===== src/common/cpu_reg_space_regs.vh =====
// Purpose: Control-space codes, field positions and constants of the core register block.
// Assumes: Codes are the 12-bit values carried on the register select port.
// Notes: Included by the core register block only.
`ifndef CPU_REG_SPACE_REGS_VH
`define CPU_REG_SPACE_REGS_VH

`define RC_CACHE_CONFIG   12'h002
`define RC_REGION_ATTR_0  12'h004
`define RC_REGION_ATTR_1  12'h005
`define RC_GPR_MASK       12'hEF0
`define RC_GPR_BASE       12'h080
`define RC_STORE_BIT      8
`define RC_ADDR_BIT       3
`define RC_ALT_SP         12'h800
`define RC_VECTOR_BASE    12'h801
`define RC_MAC_STATUS     12'h804
`define RC_MAC_MASK       12'h805
`define RC_ACC_0          12'h806
`define RC_EXT_LOW_PAIR   12'h807
`define RC_EXT_HIGH_PAIR  12'h808
`define RC_ACC_1          12'h809
`define RC_ACC_2          12'h80A
`define RC_ACC_3          12'h80B
`define RC_STATUS_WORD    12'h80E
`define RC_PROG_COUNTER   12'h80F
`define RC_FLASH_WINDOW   12'hC04
`define RC_SRAM_WINDOW    12'hC05

`define SR_S_BIT          13
`define SR_IMASK_HI       10
`define SR_IMASK_LO       8
`define SR_WRITE_MASK     16'hB71F
`define SR_RESET          16'h2700
`define VBR_ZERO_BITS     20
`define VBR_KEEP_MASK     32'hFFF00000
`define REG_RESET         32'h00000000

`define OP_BIT_REVERSE    2'h0
`define OP_BYTE_REVERSE   2'h1
`define OP_FIND_FIRST_ONE 2'h2
`define OP_STATUS_PUSH    2'h3
`define FF1_NONE_FOUND    32'h00000020
`define PUSH_STEP         32'h00000004

`endif


===== src/design/cpu_reg_space_bitops.v =====
// Purpose: Control-space register select, core register storage and added bit-manipulation operations.
// Assumes: Pipeline and debug module sit on the same clock and hold one request per cycle.
// Notes: An operation request takes the cycle; a select request in that cycle is not answered.
//
// Behaviour
// RULE1: Code 0x002 selects the cache configuration, 0x004 and 0x005 the two region attribute registers.
// RULE2: The control-move instruction writes only cache, region, vector base, PC and the two window bases.
// RULE3: Codes 0x080-0x087 load and 0x180-0x187 store the eight data registers.
// RULE4: Codes 0x088-0x08F load and 0x188-0x18F store the address registers, register 7 being a stack pointer.
// RULE5: Codes 0x800, 0x801, 0x80E and 0x80F select alternate stack pointer, vector base, status word and PC.
// RULE6: Codes 0x804 and 0x805 select the multiply-accumulate status and address mask registers.
// RULE7: Accumulators sit at 0x806, 0x809, 0x80A, 0x80B and their extension pairs at 0x807 and 0x808.
// RULE8: Codes 0xC04 and 0xC05 select the flash and sram window bases, both control-move writable.
// RULE9: Bit reverse mirrors the data register bit for bit.
// RULE10: Byte reverse swaps the byte order of the data register.
// RULE11: Find-first-one loads the distance from bit 31 to the first set bit.
// RULE12: Status push-and-load pushes the status word and then loads it with the immediate.
// RULE13: Find-first-one on an all-zero register returns 32.
// RULE14: The supervisor flag picks which of two stack pointers is register 7 and which is the alternate.
// RULE15: The low 20 bits of the vector base are held at zero.
// RULE16: Interrupt sampling is inhibited during the first instruction of an exception handler.
`timescale 1ns/1ps
`include "cpu_reg_space_regs.vh"

module cpu_reg_space_bitops (
	input  wire        i_clk_sys,      // Core clock, 40 MHz.
	input  wire        i_rst,          // Synchronous reset, active high.
	input  wire        i_rc_valid,     // Register select request.
	input  wire [11:0] i_rc_sel,       // Control register select code.
	input  wire        i_rc_write,     // High to write, low to read.
	input  wire        i_rc_control_move_instr,     // Request comes from the control-move instruction.
	input  wire [31:0] i_rc_wdata,     // Write data.
	output reg  [31:0] o_rc_rdata,     // Read data, valid with ack.
	output reg         o_rc_ack,       // Request answered, one cycle.
	output reg         o_rc_err,       // Request refused, one cycle.
	input  wire        i_op_valid,     // Bit operation request.
	input  wire [1:0]  i_op_code,      // Operation select.
	input  wire [2:0]  i_op_dreg,      // Destination data register.
	input  wire [15:0] i_op_imm,       // Immediate for status push-and-load.
	output reg         o_op_done,      // Operation completed, one cycle.
	output reg  [31:0] o_op_result,    // Result written back.
	output reg         o_push_valid,   // Stack push request, one cycle.
	output reg  [31:0] o_push_addr,    // Push address.
	output reg  [31:0] o_push_data,    // Pushed status word.
	input  wire        i_handler_first, // First handler instruction executing.
	output reg         o_irq_sample_en, // Interrupt sampling allowed.
	output reg  [2:0]  o_int_mask,     // Current interrupt level mask.
	output reg         o_supervisor    // Supervisor flag.
);

	localparam K_CACHE = 4'd0;
	localparam K_REGION_ATTR_0  = 4'd1;
	localparam K_REGION_ATTR_1  = 4'd2;
	localparam K_DREG  = 4'd3;
	localparam K_AREG  = 4'd4;
	localparam K_ALTSP = 4'd5;
	localparam K_VBR   = 4'd6;
	localparam K_MSR   = 4'd7;
	localparam K_MASK  = 4'd8;
	localparam K_ACC   = 4'd9;
	localparam K_EXT01 = 4'd10;
	localparam K_EXT23 = 4'd11;
	localparam K_PSW   = 4'd12;
	localparam K_PC    = 4'd13;
	localparam K_FLASH = 4'd14;
	localparam K_SRAM  = 4'd15;

	reg [31:0] d_q [0:7];
	reg [31:0] a_q [0:6];
	reg [31:0] acc_q [0:3];
	reg [31:0] ssp_q;
	reg [31:0] usp_q;
	reg [31:0] cache_q;
	reg [31:0] region_attr_0_q;
	reg [31:0] region_attr_1_q;
	reg [31:0] vbr_q;
	reg [31:0] msr_q;
	reg [31:0] mask_q;
	reg [31:0] ext01_q;
	reg [31:0] ext23_q;
	reg [31:0] pc_q;
	reg [31:0] flash_q;
	reg [31:0] sram_q;
	reg [15:0] sr_q;

	reg        hit;
	reg        wok;
	reg [3:0]  kind;
	reg [1:0]  acc_i;
	reg [31:0] rdata;
	reg        take;

	wire [2:0]  ri     = i_rc_sel[2:0];
	wire        sup    = sr_q[`SR_S_BIT];
	wire [31:0] act_sp = sup ? ssp_q : usp_q;  // RULE14
	wire [31:0] alt_sp = sup ? usp_q : ssp_q;  // RULE14
	wire [31:0] src    = d_q[i_op_dreg];

	// Control-space decode.
	always @* begin
		hit = 1'b1;
		wok = 1'b0;
		kind = K_CACHE;
		acc_i = 2'd0;
		if (i_rc_sel == `RC_CACHE_CONFIG) begin
			kind = K_CACHE; // RULE1
			wok = 1'b1; // RULE2
		end else if (i_rc_sel == `RC_REGION_ATTR_0) begin
			kind = K_REGION_ATTR_0; // RULE1
			wok = 1'b1; // RULE2
		end else if (i_rc_sel == `RC_REGION_ATTR_1) begin
			kind = K_REGION_ATTR_1; // RULE1
			wok = 1'b1; // RULE2
		end else if ((i_rc_sel & `RC_GPR_MASK) == `RC_GPR_BASE) begin
			kind = i_rc_sel[`RC_ADDR_BIT] ? K_AREG : K_DREG; // RULE3 RULE4
		end else if (i_rc_sel == `RC_ALT_SP) begin
			kind = K_ALTSP; // RULE5
		end else if (i_rc_sel == `RC_VECTOR_BASE) begin
			kind = K_VBR; // RULE5
			wok = 1'b1; // RULE2
		end else if (i_rc_sel == `RC_MAC_STATUS) begin
			kind = K_MSR; // RULE6
		end else if (i_rc_sel == `RC_MAC_MASK) begin
			kind = K_MASK; // RULE6
		end else if (i_rc_sel == `RC_ACC_0) begin
			kind = K_ACC; // RULE7
		end else if (i_rc_sel == `RC_ACC_1) begin
			kind = K_ACC; // RULE7
			acc_i = 2'd1;
		end else if (i_rc_sel == `RC_ACC_2) begin
			kind = K_ACC; // RULE7
			acc_i = 2'd2;
		end else if (i_rc_sel == `RC_ACC_3) begin
			kind = K_ACC; // RULE7
			acc_i = 2'd3;
		end else if (i_rc_sel == `RC_EXT_LOW_PAIR) begin
			kind = K_EXT01; // RULE7
		end else if (i_rc_sel == `RC_EXT_HIGH_PAIR) begin
			kind = K_EXT23; // RULE7
		end else if (i_rc_sel == `RC_STATUS_WORD) begin
			kind = K_PSW; // RULE5
		end else if (i_rc_sel == `RC_PROG_COUNTER) begin
			kind = K_PC; // RULE5
			wok = 1'b1; // RULE2
		end else if (i_rc_sel == `RC_FLASH_WINDOW) begin
			kind = K_FLASH; // RULE8
			wok = 1'b1; // RULE8
		end else if (i_rc_sel == `RC_SRAM_WINDOW) begin
			kind = K_SRAM; // RULE8
			wok = 1'b1; // RULE8
		end else begin
			hit = 1'b0;
		end
	end

	// Read data for the decoded register.
	always @* begin
		case (kind)
			K_CACHE: rdata = cache_q;
			K_REGION_ATTR_0:  rdata = region_attr_0_q;
			K_REGION_ATTR_1:  rdata = region_attr_1_q;
			K_DREG:  rdata = d_q[ri];
			K_AREG:  rdata = (ri == 3'd7) ? act_sp : a_q[ri];
			K_ALTSP: rdata = alt_sp;
			K_VBR:   rdata = vbr_q;
			K_MSR:   rdata = msr_q;
			K_MASK:  rdata = mask_q;
			K_ACC:   rdata = acc_q[acc_i];
			K_EXT01: rdata = ext01_q;
			K_EXT23: rdata = ext23_q;
			K_PSW:   rdata = {16'h0000, sr_q};
			K_PC:    rdata = pc_q;
			K_FLASH: rdata = flash_q;
			default: rdata = sram_q;
		endcase
	end

	// A write is taken when the source may write the target; general registers need a store code.
	always @* begin
		if (i_rc_control_move_instr) begin
			take = hit & wok; // RULE2
		end else if ((kind == K_DREG) || (kind == K_AREG)) begin
			take = hit & i_rc_sel[`RC_STORE_BIT]; // RULE3 RULE4
		end else begin
			take = hit;
		end
	end

	// Bit operations.
	wire [31:0] bit_reverse_op;
	genvar g;
	generate
		for (g = 0; g < 32; g = g + 1) begin : g_mirror
			assign bit_reverse_op[g] = src[31 - g]; // RULE9
		end
	endgenerate

	wire [31:0] byte_reverse_op = {src[7:0], src[15:8], src[23:16], src[31:24]}; // RULE10

	reg [31:0] ff1;
	integer    k;
	always @* begin
		ff1 = `FF1_NONE_FOUND; // RULE13
		for (k = 0; k < 32; k = k + 1) begin
			if (src[k]) begin
				ff1 = 32'd31 - k[31:0]; // RULE11
			end
		end
	end

	wire [15:0] sr_load = i_op_imm & `SR_WRITE_MASK;
	wire [31:0] push_at = act_sp - `PUSH_STEP;

	wire op_st  = i_op_valid && (i_op_code == `OP_STATUS_PUSH);
	wire op_dx  = i_op_valid && !op_st;
	wire rc_go  = i_rc_valid && !i_op_valid;
	wire rc_wr  = rc_go && i_rc_write && take;
	wire [3:0] k_wr = rc_wr ? kind : 4'd0;

	reg [31:0] op_res;
	always @* begin
		case (i_op_code)
			`OP_BIT_REVERSE:  op_res = bit_reverse_op;
			`OP_BYTE_REVERSE: op_res = byte_reverse_op;
			`OP_FIND_FIRST_ONE: op_res = ff1;
			default:          op_res = {16'h0000, sr_load};
		endcase
	end

	integer i;
	always @(posedge i_clk_sys) begin
		if (i_rst) begin
			for (i = 0; i < 8; i = i + 1) begin
				d_q[i] <= `REG_RESET;
			end
			for (i = 0; i < 7; i = i + 1) begin
				a_q[i] <= `REG_RESET;
			end
			for (i = 0; i < 4; i = i + 1) begin
				acc_q[i] <= `REG_RESET;
			end
			ssp_q <= `REG_RESET;
			usp_q <= `REG_RESET;
			cache_q <= `REG_RESET;
			region_attr_0_q <= `REG_RESET;
			region_attr_1_q <= `REG_RESET;
			vbr_q <= `REG_RESET;
			msr_q <= `REG_RESET;
			mask_q <= `REG_RESET;
			ext01_q <= `REG_RESET;
			ext23_q <= `REG_RESET;
			pc_q <= `REG_RESET;
			flash_q <= `REG_RESET;
			sram_q <= `REG_RESET;
			sr_q <= `SR_RESET;
		end else begin
			if (op_dx) begin
				d_q[i_op_dreg] <= op_res; // RULE9 RULE10 RULE11
			end
			if (op_st) begin
				if (sup) begin
					ssp_q <= push_at; // RULE12
				end else begin
					usp_q <= push_at; // RULE12
				end
				sr_q <= sr_load; // RULE12
			end
			if (rc_wr) begin
				case (k_wr)
					K_CACHE: cache_q <= i_rc_wdata;
					K_REGION_ATTR_0:  region_attr_0_q <= i_rc_wdata;
					K_REGION_ATTR_1:  region_attr_1_q <= i_rc_wdata;
					K_DREG:  d_q[ri] <= i_rc_wdata;
					K_AREG: begin
						if (ri != 3'd7) begin
							a_q[ri] <= i_rc_wdata;
						end else if (sup) begin
							ssp_q <= i_rc_wdata; // RULE14
						end else begin
							usp_q <= i_rc_wdata; // RULE14
						end
					end
					K_ALTSP: begin
						if (sup) begin
							usp_q <= i_rc_wdata; // RULE14
						end else begin
							ssp_q <= i_rc_wdata; // RULE14
						end
					end
					K_VBR:   vbr_q <= i_rc_wdata & `VBR_KEEP_MASK; // RULE15
					K_MSR:   msr_q <= i_rc_wdata;
					K_MASK:  mask_q <= i_rc_wdata;
					K_ACC:   acc_q[acc_i] <= i_rc_wdata;
					K_EXT01: ext01_q <= i_rc_wdata;
					K_EXT23: ext23_q <= i_rc_wdata;
					K_PSW:   sr_q <= i_rc_wdata[15:0] & `SR_WRITE_MASK;
					K_PC:    pc_q <= i_rc_wdata;
					K_FLASH: flash_q <= i_rc_wdata;
					default: sram_q <= i_rc_wdata;
				endcase
			end
		end
	end

	// Answers and status outputs, all registered.
	always @(posedge i_clk_sys) begin
		if (i_rst) begin
			o_rc_rdata <= `REG_RESET;
			o_rc_ack <= 1'b0;
			o_rc_err <= 1'b0;
			o_op_done <= 1'b0;
			o_op_result <= `REG_RESET;
			o_push_valid <= 1'b0;
			o_push_addr <= `REG_RESET;
			o_push_data <= `REG_RESET;
			o_irq_sample_en <= 1'b0;
			o_int_mask <= 3'd7;
			o_supervisor <= 1'b1;
		end else begin
			o_rc_ack <= rc_go && (i_rc_write ? take : hit);
			o_rc_err <= rc_go && (i_rc_write ? !take : !hit); // RULE2
			o_rc_rdata <= (rc_go && !i_rc_write && hit) ? rdata : `REG_RESET;
			o_op_done <= i_op_valid;
			o_op_result <= i_op_valid ? op_res : o_op_result;
			o_push_valid <= op_st; // RULE12
			o_push_addr <= op_st ? push_at : o_push_addr;
			o_push_data <= op_st ? {16'h0000, sr_q} : o_push_data; // RULE12
			o_irq_sample_en <= !i_handler_first; // RULE16
			o_int_mask <= sr_q[`SR_IMASK_HI:`SR_IMASK_LO];
			o_supervisor <= sup;
		end
	end

endmodule // cpu_reg_space_bitops


===== config.mk =====
export PLATFORM = sky130hd
export DESIGN_NAME = cpu_reg_space_bitops
export DESIGN_NICKNAME = d
export VERILOG_FILES = /design/src/design/cpu_reg_space_bitops.v
export VERILOG_INCLUDE_DIRS = /design/src /design/src/common
export SDC_FILE = /design/constraint.sdc
export NUM_CORES = 2
export LEC_CHECK = 0
export BUFFER_PORTS_ARGS = -buffer_cell sky130_fd_sc_hd__buf_2
export CORE_MARGIN = 4
export CORE_UTILIZATION = 39
export CTS_CLUSTER_DIAMETER = 80
export DETAILED_ROUTE_END_ITERATION = 10
export HOLD_SLACK_MARGIN = 0.03
export PLACE_DENSITY_LB_ADDON = 0.25
export SYNTH_ARGS = -nofsm -noshare
export SYNTH_HDL_FRONTEND = slang
export SYNTH_SLANG_ARGS = --single-unit
export TNS_END_PERCENT = 100

===== constraint.sdc =====
create_clock -name i_clk_sys -period 11 [get_ports i_clk_sys]
set_clock_uncertainty 0.2 [all_clocks]
set_input_delay 2.2 -clock i_clk_sys [delete_from_list [all_inputs] [get_ports i_clk_sys]]
set_output_delay 2.2 -clock i_clk_sys [all_outputs]
set_load 0.01 [all_outputs]

# --- Word level (Yosys, flattened, before mapping) ---
# Memories as Yosys holds them, arrays and structs flattened.
# Cells that the tools add are included.
word_totals:
  word_cells: 273
  n_memories: 3
  ram_bits: 608
  out_inout_bits: 137
  reg_bits: 533
op_classes:
  n_reduce_logical: 36
  bitwise: 4
  n_mux: 153
  addsub: 1
  n_eq_ne: 51
memory_table:
  columns: ["name", "words", "word_bits", "rd", "rd_clocked_by_memory_dff", "write_ports", "line_no", "text"]
  rows:
  - ["d_q", 8, 32, 2, 0, 8, "cpu_reg_space_bitops.v:68", "reg [31:0] d_q [0:7];"]
  - ["a_q", 7, 32, 1, 0, 7, "cpu_reg_space_bitops.v:69", "reg [31:0] a_q [0:6];"]
  - ["acc_q", 4, 32, 1, 0, 4, "cpu_reg_space_bitops.v:70", "reg [31:0] acc_q [0:3];"]
ops:
  columns: ["operator", "count"]
  rows:
  - ["32-bit 2-to-1 mux", 50]
  - ["32-bit case mux with 15 select lines", 1]
  - ["12-bit equality test, second input constant", 14]
  - ["32-bit case mux with 2 select lines", 2]
  - ["32-bit OR reduction", 4]
  - ["32-bit case mux with 3 select lines", 1]
  - ["4-bit 2-to-1 mux", 19]
  - ["1-bit 2-to-1 mux", 59]
  - ["4-bit equality test, second input constant", 14]
  - ["16-bit 2-to-1 mux", 3]
  - ["4-bit by 3-bit equality test with 1-bit output, second input constant", 8]
  - ["32-bit by 3-bit subtractor with 32-bit output, second input constant", 1]
  - ["2-bit 2-to-1 mux", 13]
  - ["12-bit by 3-bit equality test with 1-bit output, second input constant", 2]
  - ["2-bit AND reduction", 11]
  - ["4-bit by 2-bit equality test with 1-bit output, second input constant", 4]
  - ["15-bit OR reduction", 1]
  - ["12-bit by 2-bit equality test with 1-bit output, second input constant", 1]
  - ["3-bit 2-to-1 mux", 4]
  - ["1-bit logical AND", 9]
  - ["4-bit by 1-bit equality test with 1-bit output, second input constant", 2]
  - ["4-bit logical NOT", 2]
  - ["7-bit by 4-bit equality test with 1-bit output, second input constant", 1]
  - ["1-bit logical NOT", 6]
  - ["other kinds (10)", 13]

# --- Depth between registers and ports, before layout ---
# An unclocked memory read counts as a cell.
logic_depth:
  ltp_word: 36
  depth_mapped: 15
  mapped_depth_nobuf: 9

# --- Worst setup path before layout ---
# No wires, ideal clock.
synth_timing:
  path_type: "in2reg"
  startpoint: "input i_rc_sel[0]"
  endpoint: "memory acc_q[3][0] (enable)"
  arrival_time_ns: 7.316
  required_ns: 10.289
  path_stages: 7
  setup_ns: 0.511
  n_path_buf: 5
  path_slack_ns: 2.973
  path_cell_list: "buf_2 > buf_2 > buf_2 > buf_2 > nand3_1 > clkbuf_1 > o41ai_1"
synth_lines:
  columns: ["element", "line_no", "text"]
  rows:
  - ["start: declaration", "cpu_reg_space_bitops.v:29", "input wire [11:0] i_rc_sel,"]
  - ["end: declaration", "cpu_reg_space_bitops.v:70", null]

==> run metrics <==
pwr/cell area between 150 and 200 mW/mm^2; die area 0.152 sq mm; register area 0.0286 sq mm; WL final 218,000 um; CTS Sinks 1,141; Max Clock Freq 0.147 GHz; Final Hold Vio Count 0; Tot GR Track Use 0.276; via count roughly 46,000; CTS Buf Count roughly 120; routability cong. 0.962; Yosys reg bits 1,141; Avg Vias per Cell between 6 and 7; RSZ-0062 raised after global routing false; HP Class reg -> reg; Top reg by flops d_q; clock root cell clkbuf_16; CP Launch Type input pin; io pins 209; peak supply drop 119 uV; cell area after synthesis 0.0569 sq mm; EDFF count, synth roughly 580; leading registers by flop count d_q: 256 flops, a_q: 224 flops, acc_q: 128 flops; Port Buffers between 150 and 200; register area share after synthesis 0.503; DRC Markers 0; Core ar. 0.144 sq mm; setup slack on the worst flop-to-flop path between 6 and 7 ns; Yosys cell types 93; commonest non-fill, non-tap cell in the layout nand2_1; max reg flops 256; cts hold-fix bufs 0; dominant synthesized flop cell edfxtp_1; P_leak about 23 nW; final slew viol count 0; Post-CTS Setup Inserts 0; Remaining Overflow, GRT 0; Syn. warnings 0; H-tree depth 3; placed cell area approximately 0.060 sq mm; DRT iter0 DRCs 6,864; Die Ht approximately 400 um; crit path DAT about 7.0 ns; routed len/inst 28.9 um; FILL cells 13,600; largest family of logic cells by synthesized area simple AND/OR/NAND/NOR gates; Worst Tran Pin Value roughly 1.3 ns; initial core utilization 0.394; Core Rows 139; largest net degree at the start of global routing 169; DRT Pass-1 Iters 8; outcome finished clean; Synth Area in Compound Gates 0.124; CP required 11.17 ns; layout cells sized above 1 0.169; Synth Area per Inst 10.2 sq um; first-pass GRT wire length approximately 310,000 um; area of the multi-input gates 0.0264 sq mm; Synth async-reset ratio 0; adder-cell share of the synthesized area 0.000396; post-CTS sizing 0; Longest Clk Path Bufs 3; final instance area 0.0637 sq mm; max cap viols 0; die width 390 um; nets 5,577; Tmin final 6.82 ns; commonest non-fill, non-tap cells in the layout nand2_1, nor2_1, edfxtp_1; final worst-path cycle share 0.620; number of routed nets with antenna violations 0; Clock Latency Late Sink 0.78 ns; hold slack 0.241 ns; Detailed Place HPWL 141,000 um; CTS tree yes; initial antenna violation count 12; final setup violation count 0; nature of the critical path endpoint flop; mux cell area share after synthesis 0.146; Synth Area in XOR/XNOR 0.0151; Setup CP Type in -> reg; post-synthesis cell count 5,580; Syn-to-layout area delta 12.0%; final setup TNS 0 ns; CP Max Fanout 33; vias in the first global route 43,000; Synth Area in Simple Gates 0.172; fin util 0.442; Slew headroom 0.140; CTS clk-pin slew, worst paths 0.06 ns
where the power goes:
| group | switching (mW) | internal [mW] | leakage [nW] |
|---|---|---|---|
| logic | 0.757 | 0.339 | 10.2 |
| clock network | 1.82 | 2.49 | 2.08 |
| registers | 0.0666 | 4.58 | 10.2 |
final timing paths:
check | to | cells past startpoint | startpoint
setup / recovery | d_q[5][7] | 11 | i_rc_sel[2]
hold / removal | a_q[6][9] | 2 | a_q[6][9]
setup reg to reg | ssp_q[22] | 9 | sr_q[13]
hold reg to reg | a_q[6][9] | 2 | a_q[6][9]
logic make-up (layout without fill, tap and decap cells):
kind of cell    count (synthesis)  count (layout)
flops                        1141            1141
other cells                     1              27
xor+xnor                       98              98
compound gates               1077            1077
buf+inv                       561             576
simple gates                 2144            2144
mux                           556             556
fa+ha+maj                       2               2
per-layer routing:
metal | track usage | part of all wire | up-vias
li1 | - | - | 20100
met1 | 0.363 | 0.39 | 22900
met2 | 0.419 | 0.44 | 2786
met3 | 0.0581 | 0.10 | 552
met4 | 0.165 | 0.069 | 4
met5 | 0 | 0.00011 | -
critical path, cell delays in order:
cell,delay [ns]
buf_4,0.40
buf_4,0.59
and3_2,0.44
and4_1,0.26
o21ai_0,0.26
a21boi_1,0.70
and4_1,0.77
a22oi_2,0.11
buf_4,0.37
nand2_2,0.25
buf_4,0.50
cells in the mapped netlist (13+ instances only):
cell	count	share of area
nand2_1	837	0.055
nor2_1	629	0.041
edfxtp_1	576	0.30
dfxtp_1	565	0.20
a21oi_1	430	0.038
clkbuf_1	389	0.026
and2_1	272	0.030
mux2i_1	249	0.044
mux4_2	210	0.083
o21ai_0	163	0.014
mux2_2	97	0.019
and3_1	93	0.010
nor3_1	77	0.0068
buf_2	72	0.0063
a22oi_1	70	0.0092
nand3_1	59	0.0052
xnor2_1	58	0.0089
a211oi_1	52	0.0069
a222oi_1	52	0.0091
buf_1	48	0.0032
xor2_1	40	0.0062
a221oi_1	35	0.0054
a31oi_1	30	0.0033
o211ai_1	29	0.0038
o22ai_1	28	0.0031
buf_4	24	0.0032
nor2b_1	21	0.0023
or2_2	21	0.0023
nand4_1	20	0.0022
inv_1	19	0.0013
nor4_1	19	0.0021
a22o_1	18	0.0028
nand2b_1	15	0.0016
o31ai_1	15	0.0020
a221oi_2	14	0.0037
o2111ai_1	13	0.0020
or3_1	13	0.0014
cell type report:
| type | count | area share |
|---|---|---|
| antenna | 11 | 0.000432 |
| clock buffer | 177 | 0.0566 |
| clock inverter | 52 | 0.00891 |
| inverter | 21 | 0.00124 |
| multi-input combinational | 3893 | 0.415 |
| sequential | 1141 | 0.449 |
| tap | 1903 | 0.0374 |
| timing repair buffer | 326 | 0.0320 |
through the flow:
stage / worst slack [ns] / std cells / total power [mW]
6_report: 4.18 / 7524 / 10.1
5_1_grt: 4.09 / 7515 / 10.3
4_1_cts: 4.39 / 7513 / 10.1
3_5_place_dp: 3.61 / 7284 / 5.80
3_3_place_gp: 3.65 / 7284 / 5.79
2_1_floorplan: 2.97 / 5595 / 5.37
Power figures use the tool's default switching activity.
